File: config.mk
export PLATFORM = sky130hd
export DESIGN_NAME = purge_ctrl_top
export DESIGN_NICKNAME = d
export VERILOG_FILES = /design/src/hw/purge_pkg.sv /design/src/hw/purge_if.sv /design/src/hw/purge_seq.sv /design/src/hw/purge_ctrl_top.sv
export SDC_FILE = /design/constraint.sdc
export NUM_CORES = 1
export LEC_CHECK = 0
export ABC_AREA = 1
export ABC_CLOCK_PERIOD_IN_PS = 4600
export BUFFER_PORTS_ARGS = -buffer_cell sky130_fd_sc_hd__buf_4
export CORE_AREA = 8 8 199 106
export DETAILED_ROUTE_END_ITERATION = 8
export DIE_AREA = 0 0 207 114
export PLACE_DENSITY = 0.71
export SLEW_MARGIN = 20
export SYNTH_ARGS = -nofsm -noshare
export SYNTH_HDL_FRONTEND = slang
export SYNTH_SLANG_ARGS = --single-unit
File: constraint.sdc
create_clock -name core_clk_i -period 4.6 [get_ports core_clk_i]
set_input_delay 0.69 -clock core_clk_i [delete_from_list [all_inputs] [get_ports core_clk_i]]
set_output_delay 0.69 -clock core_clk_i [all_outputs]
set_load 0.01 [all_outputs]
File: src/hw/purge_pkg.sv
/*
  Constants, register offsets and types for the purge control and output
  mode block. Assumes a 200 MHz core clock and 16-bit register words.
*/
package purge_pkg;

  // ==========================================================================
  // Register word addresses
  // ==========================================================================
  localparam logic [15:0] ADDR_TRIG     = 16'h0502;
  localparam logic [15:0] ADDR_CH1_MODE = 16'h0700;
  localparam logic [15:0] ADDR_CH1_ERR  = 16'h0706;
  localparam logic [15:0] ADDR_CH2_MODE = 16'h0800;
  localparam logic [15:0] ADDR_CH2_ERR  = 16'h0806;

  // ==========================================================================
  // Register values and reset values
  // ==========================================================================
  localparam logic [15:0] TRIG_START    = 16'h0001;
  localparam logic [15:0] TRIG_OK       = 16'h0000;
  localparam logic [15:0] TRIG_FAIL     = 16'hffff;  // Signed -1.
  localparam logic [15:0] TRIG_RST      = 16'h0000;
  localparam logic [6:0]  PCT_FIRST     = 7'h01;
  localparam logic [6:0]  PCT_MAX       = 7'h64;     // 100 percent.
  localparam logic [15:0] MODE_OFF      = 16'h0000;
  localparam logic [15:0] MODE_RST      = 16'h0001;  // Output on.
  localparam logic [15:0] ERR_LEVEL_RST = 16'h0e10;  // 3600 uA.
  localparam logic [15:0] LEVEL_ZERO    = 16'h0000;

  // ==========================================================================
  // Timing
  // ==========================================================================
  localparam int          CLK_HZ        = 200_000_000;
  localparam int          MS_PER_S      = 1000;
  localparam int          MS_CYCLES     = CLK_HZ / MS_PER_S;
  localparam int          PURGE_TIME_MS = 240_000;   // 4 minutes.
  localparam int          STEP_MS       = PURGE_TIME_MS / 100;
  localparam int          BOOT_LIMIT_MS = 300_000;   // 5 minutes.
  localparam logic [2:0]  SETTLE_LAST   = 3'h4;      // Strap synchroniser fill.

  // ==========================================================================
  // Types
  // ==========================================================================
  typedef enum logic [1:0] {BOOT_SETTLE, BOOT_PURGE, BOOT_RUN} boot_e;

endpackage

File: src/hw/purge_if.sv
/*
  Interface between the purge controller and the purge sequencer.
  Assumes both ends run on the core clock.
*/
`timescale 1ns/1ps
`default_nettype none
interface purge_if;
  logic       tick;   // One-cycle pulse per millisecond.
  logic       start;  // One-cycle start request.
  logic       spoil;  // Marks the running purge as failed.
  logic       busy;
  logic       done;   // One-cycle pulse at the end of a purge.
  logic       ok;
  logic [6:0] pct;

  modport ctrl (output tick, start, spoil, input busy, done, ok, pct);
  modport seq  (input tick, start, spoil, output busy, done, ok, pct);
endinterface
`default_nettype wire

File: src/hw/purge_seq.sv
/*
  Purge sequencer: steps progress from 1 to 100 percent, one step per
  STEP_MS milliseconds, and reports success or failure at the end.
  Assumes the millisecond tick and the fault input are on the core clock.
*/
`timescale 1ns/1ps
`default_nettype none
module purge_seq #(
  parameter int STEP_MS = purge_pkg::STEP_MS
) (
  input  wire logic core_clk_i,
  input  wire logic rstn_i,
  input  wire logic fault_i,
  purge_if.seq      pif
);

  typedef struct packed {
    logic       busy;
    logic       bad;
    logic       done;
    logic       ok;
    logic [6:0] pct;
    logic [11:0] ms;
  } seq_s;

  localparam logic [11:0] STEP_LAST = 12'(STEP_MS - 1);

  seq_s q, d;

  // ==========================================================================
  // Sequencer
  // ==========================================================================
  // A spoil or a heater fault at any point taints the whole cycle.
  always_comb begin
    d      = q;
    d.done = 1'b0;
    if (!q.busy) begin
      if (pif.start) begin
        d.busy = 1'b1;
        d.bad  = 1'b0;
        d.pct  = purge_pkg::PCT_FIRST;
        d.ms   = '0;
      end
    end else begin
      if (pif.spoil || fault_i) begin
        d.bad = 1'b1;
      end
      if (pif.tick) begin
        if (q.ms == STEP_LAST) begin
          d.ms = '0;
          if (q.pct == purge_pkg::PCT_MAX) begin
            d.busy = 1'b0;
            d.done = 1'b1;
            d.ok   = !d.bad;
          end else begin
            d.pct = q.pct + 7'h01;
          end
        end else begin
          d.ms = q.ms + 12'h001;
        end
      end
    end
  end

  // Registered state.
  always_ff @(posedge core_clk_i or negedge rstn_i) begin
    if (!rstn_i) begin
      q <= '0;
    end else begin
      q <= d;
    end
  end

  assign pif.busy = q.busy;
  assign pif.done = q.done;
  assign pif.ok   = q.ok;
  assign pif.pct  = q.pct;
endmodule
`default_nettype wire

File: src/hw/purge_ctrl_top.sv
/*
  Purge control and analog output mode block. Holds the purge trigger and
  progress register, the per-channel mode and error level registers, the
  start-up mode strap and the start-up purge.
  Assumes a register port driven by the fieldbus frame decoder on the core
  clock, and a pull-down on the strap pin so that a floating pin reads low.
*/
// Contract
// Strap sampled after reset release; floating pin gives digital mode.
// Start-up purge runs only in analog mode, never in digital mode.
// Host starts a manual purge by writing one, once per cycle.
// Host only reads the trigger register until the purge finishes.
// During a manual purge the register reads progress from 1 to 100.
// At full progress the register becomes 0 on success, -1 on failure.
// A new start is accepted only after the final value was read.
// Any write during a purge makes that purge fail; the code fails only a manual purge, and only on a trigger register write.
// Each channel has a mode register; off drives a zero level.
// Start-up purge ends within five minutes; outputs show error meanwhile.
// Error level holds while scaling or sensor fault persists.
// Channel in error drives its configurable error level, default 3.6 mA.
// Trigger register is a signed 16-bit value.
`timescale 1ns/1ps
`default_nettype none
module purge_ctrl_top #(
  parameter int MS_CYCLES = purge_pkg::MS_CYCLES,
  parameter int STEP_MS   = purge_pkg::STEP_MS
) (
  input  wire logic        core_clk_i,
  input  wire logic        rstn_i,
  input  wire logic        mode_strap_i,
  input  wire logic [15:0] reg_addr_i,
  input  wire logic        reg_wr_i,
  input  wire logic        reg_rd_i,
  input  wire logic [15:0] reg_wdata_i,
  output logic      [15:0] reg_rdata_o,
  output logic             reg_ack_o,
  output logic             reg_err_o,
  input  wire logic        purge_fault_i,
  input  wire logic        meas_fault_i,
  input  wire logic        scale_err_i,
  input  wire logic [15:0] ch1_meas_i,
  input  wire logic [15:0] ch2_meas_i,
  output logic      [15:0] ch1_level_o,
  output logic      [15:0] ch2_level_o,
  output logic             analog_mode_o,
  output logic             purge_heat_o
);

  typedef struct packed {
    logic [2:0]       sync;
    purge_pkg::boot_e boot;
    logic [2:0]       settle;
    logic             analog;
    logic [17:0]      pre;
    logic             tick;
    logic [18:0]      boot_ms;
    logic             manual;
    logic             unread;
    logic             spoiled;
    logic [15:0]      trig;
    logic [15:0]      mode1;
    logic [15:0]      mode2;
    logic [15:0]      err1;
    logic [15:0]      err2;
    logic [15:0]      rdata;
    logic             ack;
    logic             err;
    logic [15:0]      lvl1;
    logic [15:0]      lvl2;
  } top_s;

  localparam logic [17:0] PRE_LAST = 18'(MS_CYCLES - 1);
  localparam logic [18:0] BOOT_MAX = 19'(purge_pkg::BOOT_LIMIT_MS);

  top_s q, d;
  purge_if pif ();

  purge_seq #(.STEP_MS(STEP_MS)) u_seq (
    .core_clk_i (core_clk_i),
    .rstn_i     (rstn_i),
    .fault_i    (purge_fault_i),
    .pif        (pif)
  );

  // Picks the level of one channel: zero when off, error level while in error.
  function automatic logic [15:0] level_of(input logic        off,
                                           input logic        in_err,
                                           input logic [15:0] mode,
                                           input logic [15:0] err_lvl,
                                           input logic [15:0] meas);
    if (off || mode == purge_pkg::MODE_OFF) begin
      level_of = purge_pkg::LEVEL_ZERO;
    end else if (in_err) begin
      level_of = err_lvl;
    end else begin
      level_of = meas;
    end
  endfunction

  // ==========================================================================
  // Next state
  // ==========================================================================
  // The trigger register mixes host writes with hardware progress, so every
  // trigger write during a manual purge spoils it rather than being silently dropped.
  always_comb begin
    logic hit;
    logic out_off;
    logic in_err;
    hit       = 1'b0;
    out_off   = !q.analog || q.boot == purge_pkg::BOOT_SETTLE;
    in_err    = pif.busy || meas_fault_i || scale_err_i;
    d         = q;
    d.ack     = reg_wr_i || reg_rd_i;
    d.err     = 1'b0;
    d.sync    = {q.sync[1:0], mode_strap_i};
    pif.start = 1'b0;
    pif.spoil = 1'b0;

    // Millisecond prescaler.
    d.tick = 1'b0;
    if (q.pre == PRE_LAST) begin
      d.pre  = '0;
      d.tick = 1'b1;
    end else begin
      d.pre = q.pre + 18'h00001;
    end

    // Start-up: wait for the strap synchroniser, then latch the mode.
    case (q.boot)
      purge_pkg::BOOT_SETTLE: begin
        d.settle = q.settle + 3'h1;
        if (q.settle == purge_pkg::SETTLE_LAST && q.sync[2] == q.sync[1]) begin
          d.analog = q.sync[2];
          if (q.sync[2]) begin
            d.boot    = purge_pkg::BOOT_PURGE;
            pif.start = 1'b1;
          end else begin
            d.boot = purge_pkg::BOOT_RUN;
          end
        end
      end
      purge_pkg::BOOT_PURGE: begin
        if (q.tick && q.boot_ms != BOOT_MAX) begin
          d.boot_ms = q.boot_ms + 19'h00001;
        end
        if (pif.done) begin
          d.boot = purge_pkg::BOOT_RUN;
        end
      end
      purge_pkg::BOOT_RUN: begin
        d.boot = purge_pkg::BOOT_RUN;
      end
      default: begin
        d.boot = purge_pkg::BOOT_SETTLE;
      end
    endcase

    // Register writes.
    if (reg_wr_i) begin
      hit = 1'b1;
      case (reg_addr_i)
        purge_pkg::ADDR_TRIG: begin
          if (q.manual) begin
            d.spoiled = 1'b1;
            pif.spoil = 1'b1;
          end else if (reg_wdata_i == purge_pkg::TRIG_START && !q.unread &&
                       !pif.busy && q.boot == purge_pkg::BOOT_RUN) begin
            pif.start = 1'b1;
            d.manual  = 1'b1;
            d.spoiled = 1'b0;
            d.trig    = {9'h000, purge_pkg::PCT_FIRST};
          end
        end
        purge_pkg::ADDR_CH1_MODE: d.mode1 = reg_wdata_i;
        purge_pkg::ADDR_CH2_MODE: d.mode2 = reg_wdata_i;
        purge_pkg::ADDR_CH1_ERR:  d.err1  = reg_wdata_i;
        purge_pkg::ADDR_CH2_ERR:  d.err2  = reg_wdata_i;
        default:                  hit     = 1'b0;
      endcase
      d.err = !hit;
    end

    // Register reads; a read of a final value re-arms the trigger.
    if (reg_rd_i) begin
      case (reg_addr_i)
        purge_pkg::ADDR_TRIG: begin
          d.rdata = q.trig;
          if (!q.manual) begin
            d.unread = 1'b0;
          end
        end
        purge_pkg::ADDR_CH1_MODE: d.rdata = q.mode1;
        purge_pkg::ADDR_CH2_MODE: d.rdata = q.mode2;
        purge_pkg::ADDR_CH1_ERR:  d.rdata = q.err1;
        purge_pkg::ADDR_CH2_ERR:  d.rdata = q.err2;
        default: begin
          d.rdata = '0;
          d.err   = 1'b1;
        end
      endcase
    end

    // Manual purge progress and final value; completion wins over a read.
    if (q.manual) begin
      d.trig = {9'h000, pif.pct};
      if (pif.done) begin
        d.manual = 1'b0;
        d.unread = 1'b1;
        d.trig   = pif.ok ? purge_pkg::TRIG_OK : purge_pkg::TRIG_FAIL;
      end
    end

    // Analog levels: in analog mode with the channel on, error level during any purge or persisting fault.
    d.lvl1  = level_of(out_off, in_err, q.mode1, q.err1, ch1_meas_i);
    d.lvl2  = level_of(out_off, in_err, q.mode2, q.err2, ch2_meas_i);
  end

  // ==========================================================================
  // State register
  // ==========================================================================
  always_ff @(posedge core_clk_i or negedge rstn_i) begin
    if (!rstn_i) begin
      q       <= '0;
      q.boot  <= purge_pkg::BOOT_SETTLE;
      q.trig  <= purge_pkg::TRIG_RST;
      q.mode1 <= purge_pkg::MODE_RST;
      q.mode2 <= purge_pkg::MODE_RST;
      q.err1  <= purge_pkg::ERR_LEVEL_RST;
      q.err2  <= purge_pkg::ERR_LEVEL_RST;
    end else begin
      q <= d;
    end
  end

  assign pif.tick      = q.tick;
  assign reg_rdata_o   = q.rdata;
  assign reg_ack_o     = q.ack;
  assign reg_err_o     = q.err;
  assign ch1_level_o   = q.lvl1;
  assign ch2_level_o   = q.lvl2;
  assign analog_mode_o = q.analog;
  assign purge_heat_o  = pif.busy;
endmodule
`default_nettype wire

# Yosys cells after proc, flatten, opt, wreduce, memory -nomap -nowiden
# Index checks and enable logic that the tools add are counted.
# W data, S select, Z words.
# totals
romBits	0
in_bits	72
out_inout_bits	52
reg_bits	183
latchBits	0
ram_bits	0
memories	0
# op_classes
n_shift	0
n_eq_ne	18
n_bitwise	0
n_lt_le_gt_ge	0
n_mux	60
div	0
n_mul	0
n_reduce_logical	34
n_addsub	4
# op_table
op	n
$mux W16	12
$mux W80	1
$pmux W16 S5	1
$eq A16 B11 Y1 const B	3
$mux W19	2
$eq A16 B12 Y1 const B	2
$logic_not A16 Y1	2
$mux W1	28
$mux W21	1
$add A18 B1 Y18 const B	1
$eq A18 B18 Y1 const B	1
$mux W18	1
$mux W2	9
$mux W17	1
$eq A16 B1 Y1 const B	1
$reduce_and A2 Y1	7
$add A12 B1 Y12 const B	1
$eq A12 B12 Y1 const B	1
$mux W12	1
$mux W9	1
$reduce_and A4 Y1	2
$reduce_bool A2 Y1	4
$add A7 B1 Y7 const B	1
$eq A7 B7 Y1 const B	1
other kinds (15)	31

# Longest topological paths before layout
# logic_depth
word_depth	11
ltp_mapped	12

# Hierarchy
# From an unflattened synthesis, not the netlist that was laid out.
# unflattened
hier_cells	1093
area_unflattened_um2	9172.5
# modules_own_cells
module	area_per_inst_um2	n_inst	cells_per_inst
purge_ctrl_top	7646.1	1	893
purge_seq	1526.5	1	200

# Least setup slack after synthesis
# Ideal clock, no wire load.
# synth_path
path_kind	input-to-reg
startpoint	in reg_addr_i[4]
endpoint	reg u_seq.q[0] (netlist name)
setup_time_ns	0.126
setup_slack_ns	2.801
arrival_ns	1.674
n_path_buf	1
stages	11
cell_sequence	inv_1 > nand2_1 > nor2_1 > nand2_1 > nor2_4 > nand3_2 > nand2_4 > nand2_4 > buf_6 > nand2_1 > o21ai_1
# synth_between
elab_chain_len	5
# synth_lines
item	line	text
from (decl)	purge_ctrl_top.sv:31	input wire logic [15:0] reg_addr_i,
$eq A16 B11 Y1	n/a	
$mux W1	purge_ctrl_top.sv:161	case (reg_addr_i)
$mux W1	purge_ctrl_top.sv:159	if (reg_wr_i) begin
$reduce_bool A2 Y1 (no line)	n/a	
$reduce_and A2 Y1 (no line)	n/a	
to (signal assigned)	purge_seq.sv:68	q <= '0;
to (signal assigned)	purge_seq.sv:70	q <= d;
to (decl)	purge_seq.sv:28	seq_s q, d;
# Every way passes these cells.
# A chain may end at the register's enable or synchronous reset.

# Worst setup path in the final report
# layout_path
startpoint	in reg_addr_i[13]
endpoint	reg q[73] (netlist name)
# layout_between
elab_chain_len	2
# layout_lines
item	line	text
$eq A16 B11 Y1	purge_ctrl_top.sv:161	
$reduce_and A2 Y1 (no line)	n/a	
to (decl)	purge_ctrl_top.sv:75	top_s q, d;
# Every way passes these cells.

==> key figures <==
Drt
  – DR iter-0 viols: 626
  – DRT Wirelength: 22700 um
  – DR WL/cell: 16.0 um
  – DRC: 0
  – Vias/cell: 5.32
  – DRT Pass-1 Iters: 5
  – Antenna violation net count after detailed routing: 0
  – DR vias: 7546

Worst setup path
  – Worst EP required: 4.90 ns
  – Critical Path, Cell by Cell: buf_4, nor2_2, nand2_2, nor2_2, and2_1, nand2_2, nand2_1, o21ai_1
  – Delay-heaviest family, CP: simple AND/OR/NAND/NOR gates
  – Startpoint Class: input port
  – Critical path class: in -> reg
  – CP arrival: 2.89 ns
  – Worst setup EP type: flip-flop
  – Worst stage delay on the critical path: 0.78 ns
  – Buffers & Inverters on Critical Path: 1
  – Critical path's slowest cell: nor2_2
  – CP Max Fanout: 32

Finish
  – Number of inserted diodes: 0
  – # fillers: 1661
  – Commonest non-fill, non-tap cell in the layout: nand2_1
  – Final nets: 1248
  – Finished Layout Cells: 1419
  – Multi-input logic area: 3690 um^2
  – Ratio of cells with drive above 1 in the final layout: 18.0%
  – Most frequent cells in the layout: 299 x nand2_1, 165 x dfrtp_1, 125 x buf_4, 118 x nand3_1, 84 x nor2_1
  – FF/Latch Area: 4390 um^2
  – Post-route cell area: 10300 um^2
  – Area Growth Syn to Fin: 14.1%

Pwr
  – Maximum vdd drop: 293 uV
  – Static Leak: 0.00508 uW
  – Power Dens Cells: 329 nW/um^2

Clock tree
  – H-tree levels: 4
  – Clk sinks: 175
  – CTS tree: done
  – # hold bufs at CTS: 0
  – Worst skew pair latency: 0.44 ns
  – Clk root buf: clkbuf_16
  – CTS Buf Count: 17
  – CTS Buffer Depth: 2
  – Post-CTS setup buffer count: 0
  – Post_cts resized: 0
  – Worst-path clk slew: 0.07 ns

Place
  – Setup WS pre-CTS: 1.61 ns
  – Placed Area: 9670 um^2
  – RD Place Congestion: 0.881
  – Final HPWL DP: 16500 um
  – IO Port Bufs: 123
  – Placed Cells: 1387

Logic synthesis
  – Sequential area share after synthesis: 48.7%
  – Dominant cell type by area after synthesis: dfrtp_1
  – YS warnings: 0
  – Netlist cell types: 46
  – Area of the mapped netlist: 9020 um^2
  – Yosys reg bits: 175
  – Syn Nets: 1196
  – Syn Inst Count: 1114
  – Largest cells by area after synthesis: dfrtp_1 46%, nand2_1 12%, nand3_1 6.5%, buf_4 4.6%, nor2_1 3.6%
  – Share of the synthesized area in the top cell type: 45.8%
  – Syn avg cell area: 8.10 um^2

STA
  – Post-Route Setup TNS: 0 ns
  – Min setup slack post-route: 2.01 ns
  – Worst Clk Skew: 0.0142 ns
  – Unrepaired setup endpoints after global routing: false
  – Max-slew violation count: 0
  – Max_slew headroom: 34.1%
  – Actual slew at the worst max-slew pin: 0.987 ns
  – Max Freq: 386 MHz
  – Final setup fails: 0
  – Final hold vios: 0
  – Period utilization: 56.4%
  – Final min period: 2.59 ns

Run status
  – Run status: completed

Global routing
  – Global-route wire length before repair: 37600 um
  – Initial antenna violation count: 0
  – GRT Resource Usage Total: 19.4%
  – Via count of the first global-routing pass: 7426
  – Total grt overflow: 0
  – Largest net degree at the start of global routing: 90

Floorplanning
  – IO Count: 124
  – Initial Util: 49.8%
  – Core area: 18100 um^2
  – Die area: 23600 um^2
  – Die X: 207 um
  – Cell Rows: 35
  – Die H: 114 um

Run
  – Max-cap viol count: 0

Hold path
  – Hold crit path type: in -> async
[kinds of logic after synthesis]
group,share of synthesized area [%]
simple gates,29.4
buf+inv,10.5
flops,48.7
compound gates,8.18
xor+xnor,1.84
fa+ha+maj,1.39
[report_power, final]
group | total (uW) | internal [uW] | leakage (uW) | switching, uW
clock | 1510 | 790 | 0.000300 | 721
sequential | 1600 | 1570 | 0.00227 | 29.9
combinational | 273 | 104 | 0.00252 | 169
total | 3380 | 2470 | 0.00508 | 919
[per-stage QoR]
step                      utilization [%]  hold WS (ns)  power, uW
final                                56.8         0.313       3380
after global routing                 56.8         0.344       3500
after CTS                            56.8         0.347       3410
after detailed placement             53.4         0.337       1900
after global placement               53.4         0.333       1890
after floorplan                         -         0.331       1760
[cell type report]
type	count	area share, %
tap	240	2.92
multi-input combinational	759	35.8
inverter	86	3.16
clock inverter	15	1.88
timing repair buffer	127	9.42
sequential	175	42.7
clock buffer	17	4.13
[Yosys cell counts, drive strengths merged]
master	count
nand3b	1
nand4	22
nor3	17
nor2	97
nand3	122
inv	84
clkbuf	13
dfstp	10
o21bai	1
buf	81
ha	10
nand2	306
and3	1
a21oi	50
or2	7
dfrtp	165
xnor2	3
a21boi	1
o211ai	1
o31ai	3
nor4	15
clkinv	2
xor2	16
a31o	1
and2	1
o21a	1
o21ai	83
[state kept, by name (all words and copies together) (netlist names)]
signal	cells
u_seq.q	13
u_seq.pif.pct	7
d	2
ch2_level_o	16
pif.tick	1
reg_ack_o	1
u_seq.pif.busy	1
reg_rdata_o	16
u_seq.pif.done	1
q	98
analog_mode_o	1
u_seq.pif.ok	1
reg_err_o	1
ch1_level_o	16
[layer usage]
| layer | global-route usage, % | routed length, um | up-vias | share of wire (%) |
|---|---|---|---|---|
| li1 | - | - | 3682 | - |
| met1 | 24.4 | 9830 | 3580 | 43 |
| met2 | 33.7 | 11200 | 249 | 49 |
| met3 | 3.64 | 1250 | 35 | 5.5 |
| met4 | 5.97 | 394 | 0 | 1.7 |
| met5 | 0 | 0 | - | 0 |
[worst paths after layout]
path | slack [ns] | startpoint | endpoint | cells after the start
max | 2.01 | reg_addr_i[13] | q[73] | 8
min | 0.31 | rstn_i | u_seq.q[1] | 1
max reg2reg | 2.37 | u_seq.pif.busy | ch1_level_o[3] | 5
min reg2reg | 0.35 | d[178] | d[179] | 0
max in group asynchronous | 3.30 | rstn_i | q[77] | 2
min in group core_clk_i | 0.35 | d[178] | d[179] | 0
No activity file was read; power rests on OpenSTA's default activity.
